--- config.mk ---
export PLATFORM = sky130hd
export DESIGN_NAME = lcp_ctrl
export DESIGN_NICKNAME = d
export VERILOG_FILES = /design/src/hw/lcp_pwm_chan.v /design/src/hw/lcp_ctrl.v
export VERILOG_INCLUDE_DIRS = /design/src /design/src/hw
export SDC_FILE = /design/constraint.sdc
export NUM_CORES = 1
export LEC_CHECK = 0
export BUFFER_PORTS_ARGS = -buffer_cell sky130_fd_sc_hd__buf_2
export CAP_MARGIN = 20
export CORE_MARGIN = 3
export CORE_UTILIZATION = 55
export CTS_CLUSTER_DIAMETER = 30
export DETAILED_ROUTE_END_ITERATION = 10
export GPL_TIMING_DRIVEN = 0
export HOLD_SLACK_MARGIN = 0.03
export PLACE_DENSITY = 0.76
export SLEW_MARGIN = 20
export SYNTH_ARGS = -nofsm -noshare
export SYNTH_HDL_FRONTEND = slang
export SYNTH_SLANG_ARGS = --single-unit
--- constraint.sdc ---
create_clock -name clock_in -period 3 [get_ports clock_in]
set_clock_uncertainty 0.1 [all_clocks]
set_input_delay 0.6 -clock clock_in [delete_from_list [all_inputs] [get_ports clock_in]]
set_output_delay 0.6 -clock clock_in [all_outputs]
set_load 0.05 [all_outputs]
--- src/hw/lcp_consts.vh ---
/*
 * constants for the led current / pwm control block: register offsets,
 * field positions, reset values and timing counts.
 * assumes a 100 mhz system clock and inclusion by bare name.
 */
// Notes on behaviour
// host waits 1 ms after enable rise
// engine timing scales with slow clock rate
// four channels, 8-bit current and duty each
// duty from engine or register; current register
// three engines feed duty to mapped channels
// current code linear, 100 uA per step
// engines keep running without host accesses
// current code resets to 17.5 mA default
// duty 00 is off, ff always on, immediate
// rate select bit picks 256 or 558 Hz
`ifndef LCP_CONSTS_VH
`define LCP_CONSTS_VH

// register offsets
`define LCP_REG_ENABLE    8'h00
`define LCP_REG_ENG_MODE  8'h01
`define LCP_REG_DUTY_B    8'h02
`define LCP_REG_DUTY_G    8'h03
`define LCP_REG_DUTY_R    8'h04
`define LCP_REG_CUR_B     8'h05
`define LCP_REG_CUR_G     8'h06
`define LCP_REG_CUR_R     8'h07
`define LCP_REG_CONFIG    8'h08
`define LCP_REG_LED_STATE 8'h0d
`define LCP_REG_DUTY_W    8'h0e
`define LCP_REG_CUR_W     8'h0f
`define LCP_REG_LED_MAP   8'h70

// field positions
`define LCP_BIT_CHIP_EN   6
`define LCP_BIT_RATE_SEL  6
`define LCP_BIT_INT_CLK   0

// reset values and the engine direct mode code
`define LCP_CUR_RESET     8'haf
`define LCP_ZERO_RESET    8'h00
`define LCP_DIRECT_MODE   2'h3

// timing
`define LCP_CLK_HZ        100000000
`define LCP_PWM_STEPS     256
`define LCP_PWM_LO_HZ     256
`define LCP_PWM_HI_HZ     558
`define LCP_PWM_DIV_LO    (`LCP_CLK_HZ / (`LCP_PWM_LO_HZ * `LCP_PWM_STEPS))
`define LCP_PWM_DIV_HI    (`LCP_CLK_HZ / (`LCP_PWM_HI_HZ * `LCP_PWM_STEPS))
`define LCP_SLOW_HZ_X10   327
`define LCP_SLOW_DIV      ((`LCP_CLK_HZ * 10) / `LCP_SLOW_HZ_X10)

// serial bus device address, low two bits from the select pins
`define LCP_DEV_ADDR_HI   5'h06

`endif

--- src/hw/lcp_pwm_chan.v ---
/*
 * one led output channel: picks its duty source and compares it with
 * the shared pwm step count.
 * assumes the step count and engine duties are on the same clock.
 */
`timescale 1ns/100ps
`include "lcp_consts.vh"

module lcp_pwm_chan (
   input  wire        clock_in,
   input  wire        sys_rst_in,
   input  wire        enable_in,     // chip enabled
   input  wire [1:0]  map_sel_in,    // 0 register, 1..3 engine
   input  wire [7:0]  reg_duty_in,   // directly written duty
   input  wire [23:0] eng_duty_in,   // engine 1 in [23:16] .. 3 in [7:0]
   input  wire [7:0]  step_in,       // shared pwm step count
   output reg         pwm_out
);

   reg [7:0] duty;                   // selected duty

   // duty source select
   always @* begin
      case (map_sel_in)
         2'h0: duty = reg_duty_in;
         2'h1: duty = eng_duty_in[23:16];
         2'h2: duty = eng_duty_in[15:8];
         default: duty = eng_duty_in[7:0];
      endcase
   end

   // compare; full scale forced on so ff really means 100 percent
   always @(posedge clock_in) begin
      if (sys_rst_in) begin
         pwm_out <= 1'b0;
      end else begin
         pwm_out <= enable_in & ((duty == 8'hff) | (step_in < duty));
      end
   end

endmodule

--- src/hw/lcp_ctrl.v ---
/*
 * led current / pwm control top: serial bus register slave, register
 * file, pwm step generator, engine time base and four output channels.
 * assumes scl, sda, enable and the slow clock are async
 * pins; engine duties come from the engine core on clock_in.
 */
`timescale 1ns/100ps
`include "lcp_consts.vh"

module lcp_ctrl (
   input  wire        clock_in,
   input  wire        sys_rst_in,
   input  wire        en_in,                 // enable pin
   input  wire [1:0]  addr_sel_in,           // address select pins
   input  wire        scl_in,                // serial bus clock
   input  wire        sda_in,                // serial bus data level
   input  wire        external_slow_clock,   // slow time base pin
   input  wire [23:0] eng_duty_in,           // engine 1..3 duties
   output reg         sda_out,               // always low when driven
   output reg         sda_oe_out,            // high pulls sda low
   output reg  [3:0]  pwm_out,               // b, g, r, w
   output reg  [31:0] led_current_out,       // w,r,g,b codes, 0.1 mA/lsb
   output reg  [5:0]  eng_mode_out,          // engine mode bits
   output reg         engine_tick_out        // one-cycle time base pulse
);

   localparam integer DIV_LO   = `LCP_PWM_DIV_LO;
   localparam integer DIV_HI   = `LCP_PWM_DIV_HI;
   localparam integer SLOW_DIV = `LCP_SLOW_DIV;

   localparam [2:0] S_IDLE = 3'h0;   // bus states
   localparam [2:0] S_ADDR = 3'h1;
   localparam [2:0] S_AACK = 3'h2;
   localparam [2:0] S_WR   = 3'h3;
   localparam [2:0] S_WACK = 3'h4;
   localparam [2:0] S_RD   = 3'h5;
   localparam [2:0] S_RACK = 3'h6;

   // pin synchronisers; first stage feeds only the second
   reg [1:0]  scl_sy_r, sda_sy_r, en_sy_r, slow_sy_r;
   reg        scl_p_r, sda_p_r, slow_p_r;  // previous synced values

   // register file
   reg [7:0]  enable_r;              // chip enable in bit 6
   reg [7:0]  config_r;              // rate select, clock select
   reg [7:0]  map_r;                 // two source bits per channel
   reg [7:0]  duty_r [0:3];          // direct duties b, g, r, w
   reg [7:0]  cur_r  [0:3];          // current codes b, g, r, w

   // bus engine
   reg [2:0]  st_r;
   reg [3:0]  bit_r;                 // bits of the current byte
   reg [7:0]  sh_r;                  // shift register
   reg [7:0]  ptr_r;                 // register pointer
   reg        rw_r;                  // read transfer
   reg        first_r;               // next byte is the pointer
   reg        ack_ok_r;              // host acked the read byte

   // pwm and time base
   reg [10:0] div_r;                 // pwm step divider
   reg [7:0]  step_r;                // pwm step count
   reg [11:0] slow_div_r;            // internal slow time base

   reg [7:0]  rdata;                 // read mux
   wire       rst = sys_rst_in | ~en_sy_r[1]; // enable low clears all but the synchronisers and previous-value flops
   wire       scl_rise = scl_sy_r[1] & ~scl_p_r;
   wire       scl_fall = ~scl_sy_r[1] & scl_p_r;
   wire       bus_start = scl_sy_r[1] & sda_p_r & ~sda_sy_r[1];
   wire       bus_stop  = scl_sy_r[1] & ~sda_p_r & sda_sy_r[1];
   wire [7:0] byte_in = {sh_r[6:0], sda_sy_r[1]};
   wire       wr_en = (st_r == S_WR) & scl_rise & (bit_r == 4'h7)
                      & ~first_r;
   wire       chip_on = enable_r[`LCP_BIT_CHIP_EN];
   wire [7:0] eng_b = (eng_mode_out[5:4] == `LCP_DIRECT_MODE)
                      ? duty_r[0] : eng_duty_in[23:16];
   wire [7:0] eng_g = (eng_mode_out[3:2] == `LCP_DIRECT_MODE)
                      ? duty_r[1] : eng_duty_in[15:8];
   wire [7:0] eng_r = (eng_mode_out[1:0] == `LCP_DIRECT_MODE)
                      ? duty_r[2] : eng_duty_in[7:0];
   wire [23:0] eng_duty = {eng_b, eng_g, eng_r};
   wire [3:0]  pwm_nxt;              // channel outputs

   // synchronisers and previous-value flops
   always @(posedge clock_in) begin
      if (sys_rst_in) begin
         scl_sy_r  <= 2'h3;
         sda_sy_r  <= 2'h3;
         en_sy_r   <= 2'h0;
         slow_sy_r <= 2'h0;
         scl_p_r   <= 1'b1;
         sda_p_r   <= 1'b1;
         slow_p_r  <= 1'b0;
      end else begin
         scl_sy_r  <= {scl_sy_r[0], scl_in};
         sda_sy_r  <= {sda_sy_r[0], sda_in};
         en_sy_r   <= {en_sy_r[0], en_in};
         slow_sy_r <= {slow_sy_r[0], external_slow_clock};
         scl_p_r   <= scl_sy_r[1];
         sda_p_r   <= sda_sy_r[1];
         slow_p_r  <= slow_sy_r[1];
      end
   end

   // read mux, address chain
   always @* begin
      if (ptr_r == `LCP_REG_ENABLE) begin
         rdata = enable_r;
      end else if (ptr_r == `LCP_REG_ENG_MODE) begin
         rdata = {2'h0, eng_mode_out};
      end else if (ptr_r == `LCP_REG_DUTY_B) begin
         rdata = duty_r[0];
      end else if (ptr_r == `LCP_REG_DUTY_G) begin
         rdata = duty_r[1];
      end else if (ptr_r == `LCP_REG_DUTY_R) begin
         rdata = duty_r[2];
      end else if (ptr_r == `LCP_REG_DUTY_W) begin
         rdata = duty_r[3];
      end else if (ptr_r == `LCP_REG_CUR_B) begin
         rdata = cur_r[0];
      end else if (ptr_r == `LCP_REG_CUR_G) begin
         rdata = cur_r[1];
      end else if (ptr_r == `LCP_REG_CUR_R) begin
         rdata = cur_r[2];
      end else if (ptr_r == `LCP_REG_CUR_W) begin
         rdata = cur_r[3];
      end else if (ptr_r == `LCP_REG_CONFIG) begin
         rdata = config_r;
      end else if (ptr_r == `LCP_REG_LED_MAP) begin
         rdata = map_r;
      end else if (ptr_r == `LCP_REG_LED_STATE) begin
         rdata = {4'h0, pwm_out};    // live output levels
      end else begin
         rdata = 8'h00;              // unmapped reads zero
      end
   end

   // register writes; unmapped writes are dropped
   always @(posedge clock_in) begin
      if (rst) begin
         enable_r     <= `LCP_ZERO_RESET;
         config_r     <= `LCP_ZERO_RESET;
         map_r        <= `LCP_ZERO_RESET;
         eng_mode_out <= 6'h00;
         duty_r[0] <= `LCP_ZERO_RESET;
         duty_r[1] <= `LCP_ZERO_RESET;
         duty_r[2] <= `LCP_ZERO_RESET;
         duty_r[3] <= `LCP_ZERO_RESET;
         cur_r[0]  <= `LCP_CUR_RESET;
         cur_r[1]  <= `LCP_CUR_RESET;
         cur_r[2]  <= `LCP_CUR_RESET;
         cur_r[3]  <= `LCP_CUR_RESET;
      end else if (wr_en) begin
         if (ptr_r == `LCP_REG_ENABLE) begin
            enable_r <= byte_in;
         end else if (ptr_r == `LCP_REG_ENG_MODE) begin
            eng_mode_out <= byte_in[5:0];
         end else if (ptr_r == `LCP_REG_DUTY_B) begin
            duty_r[0] <= byte_in;
         end else if (ptr_r == `LCP_REG_DUTY_G) begin
            duty_r[1] <= byte_in;
         end else if (ptr_r == `LCP_REG_DUTY_R) begin
            duty_r[2] <= byte_in;
         end else if (ptr_r == `LCP_REG_DUTY_W) begin
            duty_r[3] <= byte_in;
         end else if (ptr_r == `LCP_REG_CUR_B) begin
            cur_r[0] <= byte_in;
         end else if (ptr_r == `LCP_REG_CUR_G) begin
            cur_r[1] <= byte_in;
         end else if (ptr_r == `LCP_REG_CUR_R) begin
            cur_r[2] <= byte_in;
         end else if (ptr_r == `LCP_REG_CUR_W) begin
            cur_r[3] <= byte_in;
         end else if (ptr_r == `LCP_REG_CONFIG) begin
            config_r <= byte_in;
         end else if (ptr_r == `LCP_REG_LED_MAP) begin
            map_r <= byte_in;
         end
      end
   end

   // current codes straight out to the sinks, always from registers
   always @(posedge clock_in) begin
      if (rst) begin
         led_current_out <= {4{`LCP_CUR_RESET}};
      end else begin
         led_current_out <= {cur_r[3], cur_r[2], cur_r[1], cur_r[0]};
      end
   end

   // serial bus slave; start and stop win over any bit activity
   always @(posedge clock_in) begin
      if (rst) begin
         st_r       <= S_IDLE;
         bit_r      <= 4'h0;
         sh_r       <= 8'h00;
         ptr_r      <= 8'h00;
         rw_r       <= 1'b0;
         first_r    <= 1'b0;
         ack_ok_r   <= 1'b0;
         sda_out    <= 1'b0;
         sda_oe_out <= 1'b0;
      end else if (bus_start) begin
         st_r       <= S_ADDR;
         bit_r      <= 4'h0;
         sda_oe_out <= 1'b0;
      end else if (bus_stop) begin
         st_r       <= S_IDLE;
         sda_oe_out <= 1'b0;
      end else begin
         case (st_r)
            S_ADDR: if (scl_rise) begin
               sh_r  <= byte_in;
               bit_r <= bit_r + 4'h1;
               if (bit_r == 4'h7) begin
                  rw_r <= sda_sy_r[1];
                  // not our address: ignore until next start
                  if (sh_r[6:0] == {`LCP_DEV_ADDR_HI, addr_sel_in}) begin
                     st_r <= S_AACK;
                  end else begin
                     st_r <= S_IDLE;
                  end
               end
            end
            S_AACK, S_WACK: if (scl_fall) begin
               if (!sda_oe_out) begin
                  sda_oe_out <= 1'b1;          // drive the ack low
               end else if (rw_r && st_r == S_AACK) begin
                  st_r       <= S_RD;          // first read bit now
                  bit_r      <= 4'h0;
                  sh_r       <= {rdata[6:0], 1'b0};
                  sda_oe_out <= ~rdata[7];
                  ptr_r      <= ptr_r + 8'h01;
               end else begin
                  st_r       <= S_WR;
                  bit_r      <= 4'h0;
                  first_r    <= (st_r == S_AACK);
                  sda_oe_out <= 1'b0;
               end
            end
            S_WR: if (scl_rise) begin
               sh_r  <= byte_in;
               bit_r <= bit_r + 4'h1;
               if (bit_r == 4'h7) begin
                  st_r <= S_WACK;
                  if (first_r) begin
                     ptr_r <= byte_in;         // pointer byte
                  end else begin
                     ptr_r <= ptr_r + 8'h01;   // auto increment
                  end
               end
            end
            S_RD: if (scl_rise) begin
               bit_r <= bit_r + 4'h1;
               if (bit_r == 4'h7) begin
                  st_r <= S_RACK;
               end
            end else if (scl_fall) begin
               sda_oe_out <= ~sh_r[7];
               sh_r       <= {sh_r[6:0], 1'b0};
            end
            S_RACK: if (scl_fall) begin
               // count the fall, not the line: a last bit of 1 leaves
               // oe low and must not skip the host's ack slot
               if (bit_r == 4'h8) begin
                  sda_oe_out <= 1'b0;          // release after last bit
                  bit_r      <= 4'h9;
               end else if (ack_ok_r) begin
                  st_r       <= S_RD;          // host wants more
                  bit_r      <= 4'h0;
                  sh_r       <= {rdata[6:0], 1'b0};
                  sda_oe_out <= ~rdata[7];
                  ptr_r      <= ptr_r + 8'h01;
               end else begin
                  st_r <= S_IDLE;              // nack ends the read
               end
            end else if (scl_rise) begin
               ack_ok_r <= ~sda_sy_r[1];
            end
            default: st_r <= S_IDLE;
         endcase
      end
   end

   // pwm step generator, rate from config
   always @(posedge clock_in) begin
      if (rst) begin
         div_r  <= 11'h000;
         step_r <= 8'h00;
      end else if ((config_r[`LCP_BIT_RATE_SEL] &&
                    div_r >= DIV_HI[10:0] - 11'h001) ||
                   div_r >= DIV_LO[10:0] - 11'h001) begin
         div_r  <= 11'h000;
         step_r <= step_r + 8'h01;
      end else begin
         div_r  <= div_r + 11'h001;
      end
   end

   // engine time base; runs with no bus traffic at all
   always @(posedge clock_in) begin
      if (rst) begin
         slow_div_r      <= 12'h000;
         engine_tick_out <= 1'b0;
      end else if (config_r[`LCP_BIT_INT_CLK]) begin
         // internal divider, SLOW_DIV cut to 12 bits: one tick per 2487 clocks
         if (slow_div_r >= SLOW_DIV[11:0] - 12'h001) begin
            slow_div_r      <= 12'h000;
            engine_tick_out <= 1'b1;
         end else begin
            slow_div_r      <= slow_div_r + 12'h001;
            engine_tick_out <= 1'b0;
         end
      end else begin
         // one tick per slow clock rising edge, so rate follows the pin
         slow_div_r      <= 12'h000;
         engine_tick_out <= slow_sy_r[1] & ~slow_p_r;
      end
   end

   // four channels; r3 gives each its own duty source and current
   genvar gi;
   generate
      for (gi = 0; gi < 4; gi = gi + 1) begin : g_chan
         lcp_pwm_chan u_chan (
            .clock_in    (clock_in),
            .sys_rst_in  (rst),
            .enable_in   (chip_on),
            .map_sel_in  (map_r[2*gi+1:2*gi]),
            .reg_duty_in (duty_r[gi]),
            .eng_duty_in (eng_duty),
            .step_in     (step_r),
            .pwm_out     (pwm_nxt[gi])
         );
      end
   endgenerate

   // retime channel outputs so the top ports come from flops here
   always @(posedge clock_in) begin
      if (rst) begin
         pwm_out <= 4'h0;
      end else begin
         pwm_out <= pwm_nxt;
      end
   end

endmodule

==> impl_metrics.tcl, run 1 <==
set metrics [dict create \
    fin_nets 1455 \
    design.core.area_um2 20300 \
    muxShareOfSynthArea_pct 8.072 \
    drtIter0Drc 1239 \
    fin_ws_ns -0.01374 \
    post-route-min-period_ns 3.014 \
    violations "setup timing" \
    die_w_um 149.9 \
    grt_setup_unrepaired "yes" \
    synth_most_common_cell "nor2_1" \
    synthCells 1261 \
    place.gp.congestion 0.9977 \
    clock_path_buffers 3 \
    crit_type "reg2reg" \
    ys_types 79 \
    grt_antenna_before_repair 1 \
    grt_max_degree 13 \
    synth_compound_area_share_pct 17.68 \
    drive_above_1_share_pct 19.03 \
    critPathArrivalTime_ns 3.07 \
    setup_viol 2 \
    fin_area_um2 13880 \
    synth.top_cells.by_count "nor2_1, dfxtp_1, nand2_1" \
    synth_warnings 0 \
    wl_per_cell_um 22.90 \
    io_buffer_count 75 \
    initial_core_util_pct 56.12 \
    post_dp_cell_area_um2 12110 \
    synth_seq_area_share_pct 41.47 \
    netlist_area_um2 11390 \
    clkSlewWorstSetupHoldPaths_ns 0.05 \
    cts_buffers 43 \
    crit_path_start_kind "register" \
    ys_seq_elements 204 \
    synth_nets 1332 \
    grt_usage_pct 34.01 \
    finalSetupTns_ns -0.02730 \
    ff_latch_area_um2 4738 \
    hpwl_mm 28.39 \
    relSlewSlack_pct 40.63 \
    async_flop_share_pct 0 \
    vias_per_cell 6.387 \
    maxCapViolCount 0 \
    synthAdderAreaFrac_pct 4.283 \
    crit_path_end_kind "register" \
    syn_to_final_growth_pct 21.88 \
    dr.pass1.iters 6 \
    cts_root_buf "clkbuf_16" \
    synth-simple-area-share_pct 22.15 \
    cts_max_level 2 \
    grt_pass1_vias 10320 \
    worstPathMaxFanout 10 \
    fillers 1614 \
    yosys.area.top_type_share_pct 24.60 \
    clk_latency_ns 0.53 \
    multi_input_comb_area_um2 6332 \
    slew_violations 0 \
    power_density_nw_per_um2 566.6 \
    synth_top_family_by_area "simple AND/OR/NAND/NOR gates" \
    worst_slew_pin_slew_ns 0.8905 \
    rows 52 \
    num_vias 10790 \
    synth_edf_count 64 \
    grt_pass1_wl_mm 58.62 \
    final_antenna_net_count 0 \
    rrSetupSlack_ns -0.01 \
    die_h_um 149.9 \
    max_freq_mhz 331.8 \
    clock-sinks 204 \
    period_share_pct 100.5 \
    cp_data_required_time_ns 3.06 \
    min_path_type "in2reg" \
    synth_top_area_cell "dfxtp_1" \
    hold_ws_ns 0.1557 \
    syn_avg_cell_area_um2 9.034 \
    ioPinCount 77 \
    overflow 0 \
    p_leak_uw 0.005065 \
    drt_wl_total_mm 38.68 \
    status "complete, but fails checks" \
    die_area_um2 22480 \
    drc 0 \
    fin_util_pct 68.40 \
    synth_flop_cell "dfxtp_1" \
    synthTopCellsByArea "dfxtp_1, edfxtp_1, mux2i_1, nor2_1, ha_1" \
    synth-xor-area-share_pct 1.768 \
    hold_viol_final 0 \
    antenna_cells 0 \
    cts_tree "yes" \
    max-vdd-ir-drop_mv 0.5559 \
]
[worst paths after layout]
check                         start  cells after the start                        end
max           en_sy_r[1]$_SDFF_PP0_                      4  cur_r[1][6]$_SDFFCE_PN0P_
min                          scl_in                      2     scl_sy_r[0]$_SDFF_PP1_
max reg2reg   en_sy_r[1]$_SDFF_PP0_                      4  cur_r[1][6]$_SDFFCE_PN0P_
min reg2reg  scl_sy_r[0]$_SDFF_PP1_                      1     scl_sy_r[1]$_SDFF_PP1_
[cell families (layout without fill, tap and decap cells)]
logic type / after synthesis / in the layout
AOI/OAI and AO/OA: 293 / 293
xor gates and xnor gates: 23 / 23
adders and majority gates: 39 / 39
buffers and inverters: 131 / 289
DFF: 204 / 204
muxes: 81 / 81
other: 1 / 1
and+or+nand+nor: 489 / 489
[power breakdown]
part	internal, µW	leakage [µW]	switching, µW
logic	68.0	0.00254	119
clock network	3190	0.000728	1600
registers	2860	0.00180	22.7
[stage by stage]
stage / cells / total power, µW / worst slack [ns]
2_1_floorplan: 1261 / 3028 / 0.01122
3_3_place_gp: 1606 / 3108 / -0.7610
3_5_place_dp: 1606 / 3111 / -0.7443
4_1_cts: 1690 / 7880 / 0.02753
5_1_grt: 1689 / 8040 / -0.03781
6_report: 1689 / 7867 / -0.01374
[area by class of cell]
class / instances / share of cell area [%]
multi-input combinational: 926 / 45.61
sequential: 204 / 34.13
clock buffer: 53 / 8.534
timing repair buffer: 83 / 3.226
buffer: 79 / 2.469
tap: 270 / 2.433
clock inverter: 27 / 2.334
inverter: 47 / 1.271
[worst max-delay path, stage by stage (launching register included)]
cell      delay, ns
dfxtp_1        0.32
nor2b_1        0.67
clkbuf_1       0.63
clkbuf_2       0.54
nand2_1        0.38
[flip-flops by register name (all words and copies together) (netlist names), 6 cells and up]
signal and cells:
map_r 8, step_r 8, duty_r 32, sh_r 8, config_r 8, cur_r 32
led_current_out 32, enable_r 8, eng_mode_out 6, ptr_r 8, slow_div_r 12, div_r 11
[layout by cell type (no fill, tap or decap), types with 26 or more instances in the layout]
master	n
ha_1	38
mux2i_1	59
o22ai_1	26
nor2_1	142
o21ai_0	46
nand2b_1	42
inv_1	47
nand2_1	78
dfxtp_1	133
a21oi_1	62
edfxtp_1	64
and2_1	45
a211oi_1	27
clkbuf_1	51
clkbuf_16	44
buf_2	86
nor3_1	28
[layer usage]
layer / global-route usage (%) / routed length, µm
met1: 46.71 / 15340
met2: 51.27 / 17080
met3: 8.843 / 4716
met4: 13.77 / 1518
met5: 0 / 15
[timing repair]
item,4_1_cts,5_1_grt
endpoints found under the setup margin,92,92
pin swaps,3,1
hold buffers,0,0
resized for setup,37,35
buffers inserted,5,3
No activity file was read; power rests on OpenSTA's default activity.
==> inputs of run 2 (changes only) <==
SKIP_LAST_GASP = 1   (was unset)
==> run 2 against run 1 <==
- combinational power grew 2%
- die area is the same
- highest routed layer unchanged
- worst hold slack gained 0.0012 ns
- cell area grew 0.46%
- sequential power is essentially flat
- clock power is essentially flat
- register-to-register slack gained 0.02 ns
- fmax grew 0.66%
- flip-flop and latch count is the same
- first-iteration DRC count shrank 4.1%
- non-clock buffer count is the same
- final cell count is the same
- the run now ends clean
==> impl_metrics.tcl, run 2 (synthesized netlist as in run 1, its figures left out) <==
set metrics [dict create \
    status "completed" \
    hold_viol_final 0 \
    max_freq_mhz 334.0 \
    finalPower_uw 7863 \
    crit_start "en_sy_r[1]$_SDFF_PP0_" \
    cts_tree "yes" \
    clkSlewWorstSetupHoldPaths_ns 0.05 \
    vias_per_cell 6.350 \
    syn_to_final_growth_pct 22.44 \
    cts_max_level 2 \
    multi_input_comb_area_um2 6399 \
    clk_latency_ns 0.53 \
    grt_pass1_vias 10310 \
    worst_hold_path.endpoint "scl_sy_r[0]$_SDFF_PP1_" \
    io_buffer_count 75 \
    top_layer_used "met5" \
    slew_violations 0 \
    cts_root_buf "clkbuf_16" \
    setup_viol 0 \
    overflow 0 \
    critPathArrivalTime_ns 3.05 \
    wl_met2_mm 17.14 \
    power_density_nw_per_um2 563.7 \
    relSlewSlack_pct 41.72 \
    fin_area_um2 13950 \
    final_antenna_net_count 0 \
    drt_wl_total_mm 38.77 \
    drt-met1-wl_mm 15.39 \
    fin_nets 1455 \
    die_w_um 149.9 \
    reg_top3 "cur_r: 32 flops, duty_r: 32 flops, led_current_out: 32 flops" \
    dp_slack_ns -0.7443 \
    rows 52 \
    crit_path_end_kind "register" \
    whs_path_depth 2 \
    cp_data_required_time_ns 3.06 \
    fin_ws_ns 0.006080 \
    min_path_type "in2reg" \
    finalSetupTns_ns 0 \
    ioPinCount 77 \
    fillers 1598 \
    die_h_um 149.9 \
    hold_ws_ns 0.1570 \
    worst_slew_pin_slew_ns 0.8743 \
    die_area_um2 22480 \
    crit_type "reg2reg" \
    reg2regPathDepth 4 \
    drc 0 \
    min_from "scl_in" \
    drtIter0Drc 1188 \
    post-route-min-period_ns 2.994 \
    max-vdd-ir-drop_mv 0.5561 \
    grt_setup_unrepaired "yes" \
    hpwl_mm 28.39 \
    clock_path_buffers 3 \
    dr.pass1.iters 6 \
    num_vias 10730 \
    post_dp_cell_area_um2 12110 \
    crit_path_start_kind "register" \
    reg2reg_from "en_sy_r[1]$_SDFF_PP0_" \
    initial_core_util_pct 56.12 \
    clock-sinks 204 \
    grt_usage_pct 34.02 \
    cts_buffers 43 \
    grt_antenna_before_repair 1 \
    worstPathMaxFanout 10 \
    place.gp.congestion 0.9977 \
    ff_latch_area_um2 4736 \
    rrSetupSlack_ns 0.006 \
    r2r-end "cur_r[1][6]$_SDFFCE_PN0P_" \
    layout_common_cells "nor2_1, dfxtp_1, buf_2, nand2_1, edfxtp_1" \
    grt_pass1_wl_mm 58.63 \
    antenna_cells 0 \
    maxCapViolCount 0 \
    design.core.area_um2 20300 \
    drive_above_1_share_pct 19.94 \
    routed-wl-met3_mm 4.792 \
    wl_per_cell_um 22.95 \
    period_share_pct 99.80 \
    p_leak_uw 0.005038 \
    final_common_cell "nor2_1" \
    grt_max_degree 13 \
]
[run 2: cell count changes in the layout (fill, tap and decap cells not counted), sizes merged]
cell    delta
clkbuf     -1
buf        +1
[run 2: critical path, cell delays in order (launching register included)]
cell      delay (ns)
dfxtp_1         0.32
nor2b_1         0.69
clkbuf_1        0.60
clkbuf_2        0.52
nand2_1         0.39
[run 2: repair_timing]
item,CTS,global route
buffers inserted,5,3
hold buffers,0,0
hold endpoints to repair,0,0
pin swaps,3,2
endpoints found under the setup margin,92,92
gates resized for setup,36,50
[run 2: worst max-delay path by stage]
stage                                               end
global route                  cur_r[3][7]$_SDFFCE_PN1P_
finish                        cur_r[1][6]$_SDFFCE_PN0P_
floorplan           g_chan[0].u_chan.pwm_out$_SDFF_PP0_
detailed placement           duty_r[2][4]$_SDFFCE_PN0P_
CTS                           cur_r[3][7]$_SDFFCE_PN1P_
global placement              cur_r[3][6]$_SDFFCE_PN0P_
[run 2: metrics by stage]
stage	util (%)	instances
final	68.71	1689
after global routing	68.71	1689
after CTS	67.81	1690
after detailed placement	59.64	1606
after global placement	59.64	1606
after floorplan	-	1261
[run 2: where the power goes]
group	internal [µW]	switching, µW
combinational	70.7	121
sequential	2860	23.2
clock	3190	1600
[run 2: metal layers]
layer,track usage [%],vias up
met5,0,-
met4,13.22,2
met3,9.328,103
met2,51.52,664
met1,46.44,5098
li1,-,4858
[run 2: layout make-up]
class | count | share of cell area, %
repair buffers | 83 | 3.211
flip-flops and latches | 204 | 33.95
multi-input cells | 926 | 45.87
clock buffers | 53 | 8.495
plain buffers | 79 | 2.458
clock inverters | 27 | 2.323
inverters | 47 | 1.265
well taps | 270 | 2.422
